### src/design/supervisor_pkg.sv
// constants for the supply supervisor and watchdog
package supervisor_pkg;
    localparam int unsigned CLK_HZ            = 100_000_000;
    localparam int unsigned TICK_US           = 1;
    localparam int unsigned TICK_CYCLES       = CLK_HZ / 1_000_000 * TICK_US;
    localparam int unsigned HOLD_PERIOD_MS    = 140;
    localparam int unsigned HOLD_TICKS        = HOLD_PERIOD_MS * 1000 / TICK_US;
    localparam int unsigned WD_PERIOD_MS      = 1120;
    localparam int unsigned WD_TICKS          = WD_PERIOD_MS * 1000 / TICK_US;
    localparam int unsigned MR_DELAY_US       = 5;
    localparam int unsigned MR_DELAY_CYCLES   = MR_DELAY_US * (CLK_HZ / 1_000_000);
    localparam int unsigned MR_FILTER_CYCLES  = 100;
    localparam int unsigned STROBE_FILTER     = 2;
    localparam int unsigned LEVEL_FILTER      = 2;
    localparam int unsigned PROBE_SETTLE      = 16;
    localparam logic        MR_RST_LEVEL      = 1'b1;
    localparam logic        SUPPLY_RST_LEVEL  = 1'b1;
    localparam logic        PF_RST_LEVEL      = 1'b1;
    localparam logic        STROBE_RST_LEVEL  = 1'b0;
endpackage : supervisor_pkg

### src/design/filt_if.sv
// filtered pin level and change pulse between filter and supervisor
`timescale 1ns/1ps
`default_nettype none
interface filt_if;
    logic level;
    logic change;
    modport src (output level, output change);
    modport dst (input level, input change);
endinterface : filt_if
`default_nettype wire

### src/design/pin_filter.sv
// three-flop pin synchroniser with stable-time filter
`timescale 1ns/1ps
`default_nettype none
module pin_filter #(
    parameter int unsigned FILTER_CYCLES = 2,
    parameter logic        RST_LEVEL     = 1'b1
) (
    input  wire logic mclk_i,
    input  wire logic sys_rst_i,
    input  wire logic pin_i,
    filt_if.src       filt
);
    localparam int unsigned CW = $clog2(FILTER_CYCLES + 1);

    if (FILTER_CYCLES < 1) begin : g_bad_filter
        $error("pin_filter needs FILTER_CYCLES of at least 1");
    end

    logic          s1;
    logic          s2;
    logic          s3;
    logic          level;
    logic          change;
    logic [CW-1:0] cnt;
    logic          next_level;
    logic          next_change;
    logic [CW-1:0] next_cnt;

    always_comb begin
        next_level  = level;
        next_change = 1'b0;
        next_cnt    = '0;
        if ((s2 == s3) && (s3 != level)) begin
            if (cnt == CW'(FILTER_CYCLES - 1)) begin
                next_level  = s3;
                next_change = 1'b1;
            end else begin
                next_cnt = cnt + CW'(1);
            end
        end
    end

    always_ff @(posedge mclk_i or posedge sys_rst_i) begin
        if (sys_rst_i) begin
            s1     <= RST_LEVEL;
            s2     <= RST_LEVEL;
            s3     <= RST_LEVEL;
            level  <= RST_LEVEL;
            change <= 1'b0;
            cnt    <= '0;
        end else begin
            s1     <= pin_i;
            s2     <= s1;
            s3     <= s2;
            level  <= next_level;
            change <= next_change;
            cnt    <= next_cnt;
        end
    end

    assign filt.level  = level;
    assign filt.change = change;
endmodule : pin_filter
`default_nettype wire

### src/design/supply_supervisor_watchdog.sv
// supply supervisor with manual reset, watchdog and power-fail flag
`timescale 1ns/1ps
`default_nettype none
// Contract
// - reset active while supply below trip
// - hold reset 140 ms after supply recovers
// - debounce manual reset, pulse at least 140 ms
// - manual hold period starts on release
// - manual press asserts reset within 5 us
// - no strobe edge for timeout forces reset
// - watchdog idle while reset active
// - strobe edge restarts watchdog from zero
// - after expiry hold, release, restart watchdog
// - probe strobe low 7/8, high 1/8
// - probing repeats until strobe externally driven
// - own probe edges count as servicing
// - reset polarity chosen per variant
module supply_supervisor_watchdog #(
    parameter logic        ACTIVE_HIGH_RESET = 1'b0,
    parameter int unsigned HOLD_TICKS_P      = supervisor_pkg::HOLD_TICKS,
    parameter int unsigned WD_TICKS_P        = supervisor_pkg::WD_TICKS
) (
    input  wire logic mclk_i,
    input  wire logic sys_rst_i,
    input  wire logic supply_low_i,
    input  wire logic manual_reset_n_i,
    input  wire logic watchdog_strobe_in_i,
    input  wire logic powerfail_sense_in_i,
    output var  logic watchdog_strobe_pull_o,
    output var  logic watchdog_strobe_pull_oe_n_o,
    output var  logic watchdog_flag_out_o,
    output var  logic powerfail_flag_out_o,
    output var  logic cpu_reset_o
);
    import supervisor_pkg::*;

    localparam int unsigned HW      = $clog2(HOLD_TICKS_P + 1);
    localparam int unsigned WW      = $clog2(WD_TICKS_P + 1);
    localparam int unsigned TW      = $clog2(TICK_CYCLES + 1);
    localparam int unsigned SW      = $clog2(PROBE_SETTLE + 1);
    localparam logic        RST_ON  = ACTIVE_HIGH_RESET;
    localparam int unsigned HIGH_AT = WD_TICKS_P - WD_TICKS_P / 8;

    if (HOLD_TICKS_P < 1 || WD_TICKS_P < 8 || MR_FILTER_CYCLES + 8 > MR_DELAY_CYCLES) begin : g_bad_cfg
        $error("supervisor timing parameters out of range");
    end

    filt_if mr_f ();
    filt_if sup_f ();
    filt_if pf_f ();
    filt_if wdi_f ();

    pin_filter #(.FILTER_CYCLES(MR_FILTER_CYCLES), .RST_LEVEL(MR_RST_LEVEL)) u_mr (
        .mclk_i    (mclk_i),
        .sys_rst_i (sys_rst_i),
        .pin_i     (manual_reset_n_i),
        .filt      (mr_f)
    );
    pin_filter #(.FILTER_CYCLES(LEVEL_FILTER), .RST_LEVEL(SUPPLY_RST_LEVEL)) u_sup (
        .mclk_i    (mclk_i),
        .sys_rst_i (sys_rst_i),
        .pin_i     (supply_low_i),
        .filt      (sup_f)
    );
    pin_filter #(.FILTER_CYCLES(LEVEL_FILTER), .RST_LEVEL(PF_RST_LEVEL)) u_pf (
        .mclk_i    (mclk_i),
        .sys_rst_i (sys_rst_i),
        .pin_i     (powerfail_sense_in_i),
        .filt      (pf_f)
    );
    pin_filter #(.FILTER_CYCLES(STROBE_FILTER), .RST_LEVEL(STROBE_RST_LEVEL)) u_wdi (
        .mclk_i    (mclk_i),
        .sys_rst_i (sys_rst_i),
        .pin_i     (watchdog_strobe_in_i),
        .filt      (wdi_f)
    );

    typedef enum logic {ST_RUN, ST_HOLD} sup_state_t;

    sup_state_t    state;
    sup_state_t    next_state;
    logic [TW-1:0] tick_cnt;
    logic [TW-1:0] next_tick_cnt;
    logic          tick;
    logic [HW-1:0] hold_cnt;
    logic [HW-1:0] next_hold_cnt;
    logic [WW-1:0] wd_cnt;
    logic [WW-1:0] next_wd_cnt;
    logic          expire;
    logic          cause;
    logic          rst_active;
    logic          next_wd_flag;
    logic          probing;
    logic          next_probing;
    logic          probe_high;
    logic [SW-1:0] settle;
    logic [SW-1:0] next_settle;

    // microsecond timebase, restarted while a reset cause stands so no hold is short
    always_comb begin
        tick          = (tick_cnt == TW'(TICK_CYCLES - 1));
        next_tick_cnt = (tick || cause) ? '0 : tick_cnt + TW'(1);
    end

    always_comb begin
        rst_active    = (state == ST_HOLD);
        expire        = !rst_active && tick && (wd_cnt == WW'(WD_TICKS_P - 1));
        cause         = sup_f.level || !mr_f.level || expire;
        next_state    = state;
        next_hold_cnt = hold_cnt;
        if (cause) begin
            next_state    = ST_HOLD;
            next_hold_cnt = '0;
        end else if (rst_active && tick) begin
            if (hold_cnt == HW'(HOLD_TICKS_P - 1)) begin
                next_state    = ST_RUN;
                next_hold_cnt = '0;
            end else begin
                next_hold_cnt = hold_cnt + HW'(1);
            end
        end
    end

    // watchdog count, probing of an undriven strobe
    always_comb begin
        next_wd_cnt = wd_cnt;
        if (rst_active || wdi_f.change) begin
            next_wd_cnt = '0;
        end else if (tick) begin
            next_wd_cnt = expire ? '0 : wd_cnt + WW'(1);
        end
        probe_high   = (wd_cnt >= WW'(HIGH_AT));
        next_settle  = (probe_high != watchdog_strobe_pull_o) ? '0 :
                       (settle == SW'(PROBE_SETTLE)) ? settle : settle + SW'(1);
        next_probing = probing;
        if (settle == SW'(PROBE_SETTLE) && wdi_f.level != watchdog_strobe_pull_o) begin
            next_probing = 1'b0;
        end
        next_wd_flag = watchdog_flag_out_o;
        if (expire) begin
            next_wd_flag = 1'b0;
        end else if (wdi_f.change) begin
            next_wd_flag = 1'b1;
        end
    end

    always_ff @(posedge mclk_i or posedge sys_rst_i) begin
        if (sys_rst_i) begin
            state                       <= ST_HOLD;
            tick_cnt                    <= '0;
            hold_cnt                    <= '0;
            wd_cnt                      <= '0;
            probing                     <= 1'b1;
            settle                      <= '0;
            watchdog_strobe_pull_o      <= 1'b0;
            watchdog_strobe_pull_oe_n_o <= 1'b0;
            watchdog_flag_out_o         <= 1'b1;
            powerfail_flag_out_o        <= 1'b1;
            cpu_reset_o                 <= RST_ON;
        end else begin
            state                       <= next_state;
            tick_cnt                    <= next_tick_cnt;
            hold_cnt                    <= next_hold_cnt;
            wd_cnt                      <= next_wd_cnt;
            probing                     <= next_probing;
            settle                      <= next_settle;
            watchdog_strobe_pull_o      <= probe_high;
            watchdog_strobe_pull_oe_n_o <= !next_probing;
            watchdog_flag_out_o         <= next_wd_flag;
            powerfail_flag_out_o        <= !pf_f.level;
            cpu_reset_o                 <= (next_state == ST_HOLD) ? RST_ON : !RST_ON;
        end
    end

    // helper: cycles the manual reset pin has stood low
    localparam int unsigned MW = $clog2(MR_DELAY_CYCLES + 2);
    logic [MW-1:0] mr_low_run;
    always_ff @(posedge mclk_i or posedge sys_rst_i) begin
        if (sys_rst_i) begin
            mr_low_run <= '0;
        end else if (manual_reset_n_i) begin
            mr_low_run <= '0;
        end else if (mr_low_run != MW'(MR_DELAY_CYCLES)) begin
            mr_low_run <= mr_low_run + MW'(1);
        end
    end
endmodule : supply_supervisor_watchdog
`default_nettype wire

### config.mk
export PLATFORM = sky130hd
export DESIGN_NAME = supply_supervisor_watchdog
export DESIGN_NICKNAME = d
export VERILOG_FILES = /design/src/design/supervisor_pkg.sv /design/src/design/filt_if.sv /design/src/design/pin_filter.sv /design/src/design/supply_supervisor_watchdog.sv
export SDC_FILE = /design/constraint.sdc
export NUM_CORES = 1
export LEC_CHECK = 0
export BUFFER_PORTS_ARGS = -buffer_cell sky130_fd_sc_hd__buf_4
export CORE_UTILIZATION = 45
export CTS_CLUSTER_DIAMETER = 30
export DETAILED_ROUTE_END_ITERATION = 10
export PLACE_DENSITY = 0.62
export SYNTH_ARGS = -nofsm -noshare
export SYNTH_HDL_FRONTEND = slang
export SYNTH_SLANG_ARGS = --single-unit
### constraint.sdc
create_clock -name mclk_i -period 2.8 [get_ports mclk_i]
set_input_delay 0.14 -clock mclk_i [delete_from_list [all_inputs] [get_ports mclk_i]]
set_output_delay 0.14 -clock mclk_i [all_outputs]
set_load 0.05 [all_outputs]
==> results.cfg, run 1 <==
[finish]
layout_commonest_cell = dfrtp_1
final_cell_area_um2 = 4630
nets = 447
finalNonFillerCells = 547
post-route-util_pct = 52.0
antenna_cells = 0
final_cell_mix = 72 x dfrtp_1, 61 x nor2_1, 42 x nand2_1, 21 x nand3_1, 19 x xnor2_1
area_growth_pct = 10.2
drive_above_1_share_pct = 12.5

[hold_path]
hp-class = register to register

[drt]
dr.pass1.iters = 6
wirelength_mm = 7.86
avgRoutedWirePerCell_um = 14.4
drtIter0Drc = 97
ant_nets = 0
drc_errors = 0
vias = 3049
vias_per_cell = 5.57

[floorplan]
die_w_um = 98.6
io_pins = 11
die_h_um = 98.6
start_util_pct = 47.2
core_um2 = 8890
num_rows = 34
die_area_um2 = 9720

[pwr]
seqPwrFrac_pct = 57.3
p_per_area_nw_per_um2 = 509
p_switching_mw = 0.635
ir_drop_mv = 0.210
pwr-share-clk_pct = 37.4
combPwrFrac_pct = 5.4
power.internal_mw = 1.72
power_mw = 2.35
p_leak_nw = 1.90
p_sw_share_pct = 27.0

[worst_setup_path]
path_buf_inv = 0
worst_setup_path_end_kind = register
path_cells = ha_1 > nand4bb_1 > or2_1 > o31ai_4 > o2111ai_1 > mux2i_1
cpLargestDelayFamily = compound AO/OA/AOI/OAI gates
arrival_ps = 2720
cpMaxStageDelayCell = o31ai_4
critPathRequiredTime_ps = 3050
critPathLaunchType = register
criticalPathCategory = register to register
worstPathMaxFanout = 16
slowest_delay_ps = 640

[clock_network]
cts_tree = built
htree_levels = 3
clkTransAtPathRegs_ps = 100
root_buffer = clkbuf_8
insertion_delay_ps = 370
clock-sinks = 88
cts_made_buffers = 9
clk_path_buf_depth = 2
cts_resized = 0
postCtsSetupRepairBufs = 0

[synth]
yosys.area_share.simple_pct = 25.7
synth_top_cell_area_share_pct = 42.9
synth_compound_area_share_pct = 7.60
synth_area_leaders = dfrtp_1 43%, dfstp_2 10%, nor2_1 5.5%
synth_edf_count = 0
synth_fa_ha_area_share_pct = 2.09
synth_top_family_by_area = simple AND/OR/NAND/NOR gates
synth_cell_types = 49
ys_seq_area_share_pct = 52.9
synth_seq_cells = 88
ys_async_sr_fraction_pct = 100
synth_xor_area_share_pct = 7.51
synth_area_per_cell_um2 = 10.1
synth_top_area_cell = dfrtp_1
ys.flop_type = dfrtp_1
syn_area_um2 = 4200
syn-instance-count = 415
yosys_warnings = 0
synthMuxAreaShare_pct = 1.46
syn_nets = 428

[status]
outcome = finished, final reports clean

[placement]
dpl_cell_area_um2 = 4380
gp_congestion = 0.829
hpwlAfterDp_mm = 5.21
numPortBuffers = 10
place_ws_ps = 372
place_inst = 526

[global_routing]
first_global_vias = 3046
grt_start_max_net_pins = 51
grt-ovfl-total = 0
grt_util_all_layers_pct = 18.0
grt_pass1_wl_mm = 14.0
antenna_found_initial = 0

[timing]
finalSetupTns_ps = 0
finClkSkew_ps = 12.7
clock.fmax_mhz = 404
period_needed_ps = 2470
setup_ws_ps = 327
hold_viol = 0
slew_headroom_pct = 44.9
whs_ps = 360
finalSetupViolations = 0
tightest_slew_ps = 816
post-route-period-util_pct = 88.3
rsz0062_at_grt = false
drv_slew = 0

[job]
drv_cap = 0
-- worst register-to-register path: cells and delay by family (launching register included) --
family / cells / cell delay [ps]
DFF: 1 / 390
adders and majority gates: 1 / 220
and+or+nand+nor: 2 / 700
AOI/OAI and AO/OA: 2 / 880
muxes: 1 / 160
-- per-layer routing --
layer / wire [um] / vias to the layer above / GRT usage (%)
li1: - / 1498 / -
met1: 3980 / 1512 / 24.8
met2: 3660 / 32 / 28.1
met3: 136 / 7 / 3.05
met4: 80 / 0 / 7.92
met5: 0 / - / 0
-- sequential cells by signal (all words and copies together) (netlist names), 2 cells and up --
signal / flops
u_sup.cnt: 2
settle: 5
u_pf.cnt: 2
hold_cnt: 18
u_mr.cnt: 7
wd_cnt: 21
u_wdi.cnt: 2
tick_cnt: 7
-- cell type report --
cell class / instances / area, um^2
clock buffer: 9 / 124
clock inverter: 7 / 73.8
fill: 804 / 4260
inverter: 13 / 50.0
multi-input combinational: 304 / 1860
sequential: 88 / 2220
tap: 108 / 135
timing repair buffer: 18 / 160
-- cell usage after synthesis, types with 2 or more instances --
library cell and number:
nand3_1 21, clkbuf_1 4, and2_1 5, xnor2_1 19, nor4bb_1 3, a31oi_1 4
buf_6 3, ha_1 7, nor4b_1 2, or4_1 7, o211ai_1 5, or4b_2 2
nor3b_1 4, inv_1 13, a311oi_1 2, nor3_1 9, and3_1 9, o2111ai_1 6
buf_2 2, mux2i_1 5, o21ai_0 9, nand3b_1 8, o21a_1 4, nor4_1 7
and4_1 4, dfrtp_1 72, nor2_1 61, nand2_1 42, nand4_1 14, dfstp_2 16
xor2_1 17, a21oi_1 12
-- kinds of logic after synthesis --
logic type      count (synthesis)
flops                          88
fa+ha+maj                       7
compound gates                 47
mux                             6
buf+inv                        23
simple gates                  208
xor+xnor                       36
-- path summary, 6_finish.rpt --
path,startpoint,depth (start not counted),slack [ps],to
worst max-delay path,tick_cnt[0],6,330,hold_cnt[11]
worst min-delay path,u_sup.s1,0,360,u_sup.s2
worst max register to register,tick_cnt[0],6,330,hold_cnt[11]
worst min register to register,u_sup.s1,0,360,u_sup.s2
max in group asynchronous,sys_rst_i,4,1670,rst_active
min in group asynchronous,sys_rst_i,3,390,u_wdi.s3
-- repair_timing --
item                                    4_1_cts  5_1_grt
hold endpoints to repair                     35        0
endpoints found under the setup margin        0        0
hold buffers                                  5        0
-- power groups by stage --
stage,clock network (mW),logic [mW],registers [mW]
after floorplan,0,0.0600,1.39
after global placement,0,0.122,1.37
after detailed placement,0,0.125,1.37
after CTS,0.910,0.130,1.35
after global routing,0.954,0.142,1.36
final,0.880,0.126,1.35
(Power assumes the default switching activity.)
==> run 2: changes to the inputs <==
--- a/config.mk
+++ b/config.mk
@@ -9,7 +9,7 @@
 export CORE_UTILIZATION = 45
 export CTS_CLUSTER_DIAMETER = 30
 export DETAILED_ROUTE_END_ITERATION = 10
-export PLACE_DENSITY = 0.62
+export PLACE_DENSITY = 0.64
 export SYNTH_ARGS = -nofsm -noshare
 export SYNTH_HDL_FRONTEND = slang
 export SYNTH_SLANG_ARGS = --single-unit
==> constraint.sdc (replaced) <==
create_clock -name mclk_i -period 2.1 [get_ports mclk_i]
set_input_delay 0.105 -clock mclk_i [delete_from_list [all_inputs] [get_ports mclk_i]]
set_output_delay 0.105 -clock mclk_i [all_outputs]
set_load 0.05 [all_outputs]
==> run 2 against run 1 <==
Against the previous run: clock skew shrank 1.2 ps; worst hold slack about the same; utilization is 4.1 points higher; cell area rose by 8.0%; die area unchanged; first-iteration DRC count is 2.1% lower; largest cell class unchanged; largest power group unchanged.
==> results.cfg, run 2 (synthesis gave the netlist of run 1 again) <==
[status]
outcome = finished, final reports clean

[worst_setup_path]
cpLargestDelayFamily = simple AND/OR/NAND/NOR gates
cp-startpoint = wd_cnt[6]
cpMaxStageDelayCell = or4_4
critPathRequiredTime_ps = 2380
crit_top_cell = or4_4
r2r_setup_slack_ps = 60
crit_cells = 5
regToRegEndpoint = wd_cnt[20]
slowest_delay_ps = 520
path_buf_inv = 0
criticalPathCategory = register to register
critPathLaunchType = register
reg2reg_from = wd_cnt[6]
critical_path.endpoint = wd_cnt[20]
rr_worst_depth = 5
arrival_ps = 2320
path_cells = nand4_1 > or2_4 > or4_4 > or4_4 > o21ai_1
worstPathMaxFanout = 4
worst_setup_path_end_kind = register

[finish]
final_cell_area_um2 = 4990
final_cell_mix = 72 x dfrtp_1, 60 x nor2_1, 48 x buf_4, 41 x nand2_1, 20 x nand3_1
regMostFlops = wd_cnt
largest_reg_flops = 21
drive_above_1_share_pct = 20.6
antenna_cells = 0
layout_commonest_cell = dfrtp_1
nets = 484
area_growth_pct = 19.0
reg_top3 = wd_cnt x21, hold_cnt x18

[clock_network]
cts_tree = built
clkTransAtPathRegs_ps = 80
insertion_delay_ps = 350
clk_path_buf_depth = 2
root_buffer = clkbuf_8
clock-sinks = 88
htree_levels = 3
cts_made_buffers = 9

[drt]
wirelength_mm = 8.36
vias_per_cell = 5.49
drtIter0Drc = 95
dr.pass1.iters = 4
drc_errors = 0
vias = 3208
ant_nets = 0
avgRoutedWirePerCell_um = 14.3

[global_routing]
grt_pass1_wl_mm = 14.3
grt_start_max_net_pins = 89
first_global_vias = 3104
antenna_found_initial = 0
grt-ovfl-total = 0
grt_util_all_layers_pct = 18.5

[timing]
drv_slew = 0
hold_viol = 0
finalSetupViolations = 0
finClkSkew_ps = 11.5
rsz0062_at_grt = false
clock.fmax_mhz = 491
period_needed_ps = 2040
slew_headroom_pct = 66.6
whs_ps = 360
finalSetupTns_ps = 0
post-route-period-util_pct = 97.0
tightest_slew_ps = 500

[floorplan]
die_area_um2 = 9720
io_pins = 11
num_rows = 34
die_w_um = 98.6
die_h_um = 98.6
core_um2 = 8890
start_util_pct = 47.2

[job]
drv_cap = 0

[pwr]
ir_drop_mv = 0.411
p_per_area_nw_per_um2 = 668
p_leak_nw = 2.10

[placement]
dpl_cell_area_um2 = 4620
numPortBuffers = 10
gp_congestion = 0.875
hpwlAfterDp_mm = 5.64

[hold_path]
hp-class = register to register
==> run 2: cell count changes in the layout (fill, tap and decap cells not counted), sizes merged <==
cell      change
clkinv        -4
clkbuf        +2
clkinvlp      +3
bufinv        +3
inv           -4
buf          +37
==> run 2: worst register-to-register path, cell delays in order (launching register included) <==
cell	delay, ps
dfrtp_1	420
nand4_1	210
or2_4	310
or4_4	520
or4_4	420
o21ai_1	90
==> run 2: metrics by stage <==
stage	setup WS, ps	cells	util, %	power [mW]
2_1_floorplan	1.94	415	-	1.94
3_3_place_gp	49.9	558	52.0	1.99
3_5_place_dp	21.6	558	52.0	2.00
4_1_cts	35.2	579	55.2	3.37
5_1_grt	2.99	584	56.2	3.47
6_report	63.2	584	56.2	3.34
==> run 2: cell type report <==
type / count / area (um^2)
clock buffers: 11 / 131
clock inverters: 5 / 105
fillers: 776 / 3900
inverters: 13 / 52.6
multi-input cells: 304 / 1900
flip-flops and latches: 88 / 2220
well taps: 108 / 135
repair buffers: 55 / 450
==> run 2: where the power goes <==
part | internal, mW | switching [mW] | total (mW)
Clock | 0.791 | 0.575 | 1.37
Sequential | 1.76 | 0.0405 | 1.80
Combinational | 0.0646 | 0.106 | 0.170
Total | 2.61 | 0.722 | 3.34
==> run 2: how the worst min path moves through the flow <==
| stage | endpoint | start | depth (start not counted) |
|---|---|---|---|
| floorplan | u_mr.s1 | manual_reset_n_i | 0 |
| global placement | u_pf.s1 | powerfail_sense_in_i | 1 |
| detailed placement | u_mr.s1 | manual_reset_n_i | 1 |
| CTS | u_sup.s2 | u_sup.s1 | 0 |
| global route | u_sup.s2 | u_sup.s1 | 0 |
| finish | u_sup.s2 | u_sup.s1 | 0 |
==> run 2: what timing repair did <==
action / 4_1_cts / 5_1_grt
endpoints found under the setup margin: 1 / 35
hold endpoints to repair: 76 / 0
resized for setup: 0 / 10
pin swaps: 1 / 3
hold buffers: 5 / 0
setup buffers: 0 / 5
==> run 2: routing by layer <==
| layer | up-vias | global-route usage [%] | wire length, um | share of wire (%) |
|---|---|---|---|---|
| met4 | 0 | 6.77 | 98 | 1.2 |
| met1 | 1577 | 25.5 | 4110 | 49 |
| li1 | 1573 | - | - | - |
| met2 | 49 | 29.3 | 3940 | 47 |
| met3 | 9 | 3.62 | 220 | 2.6 |
| met5 | - | 0 | 0 | 0 |
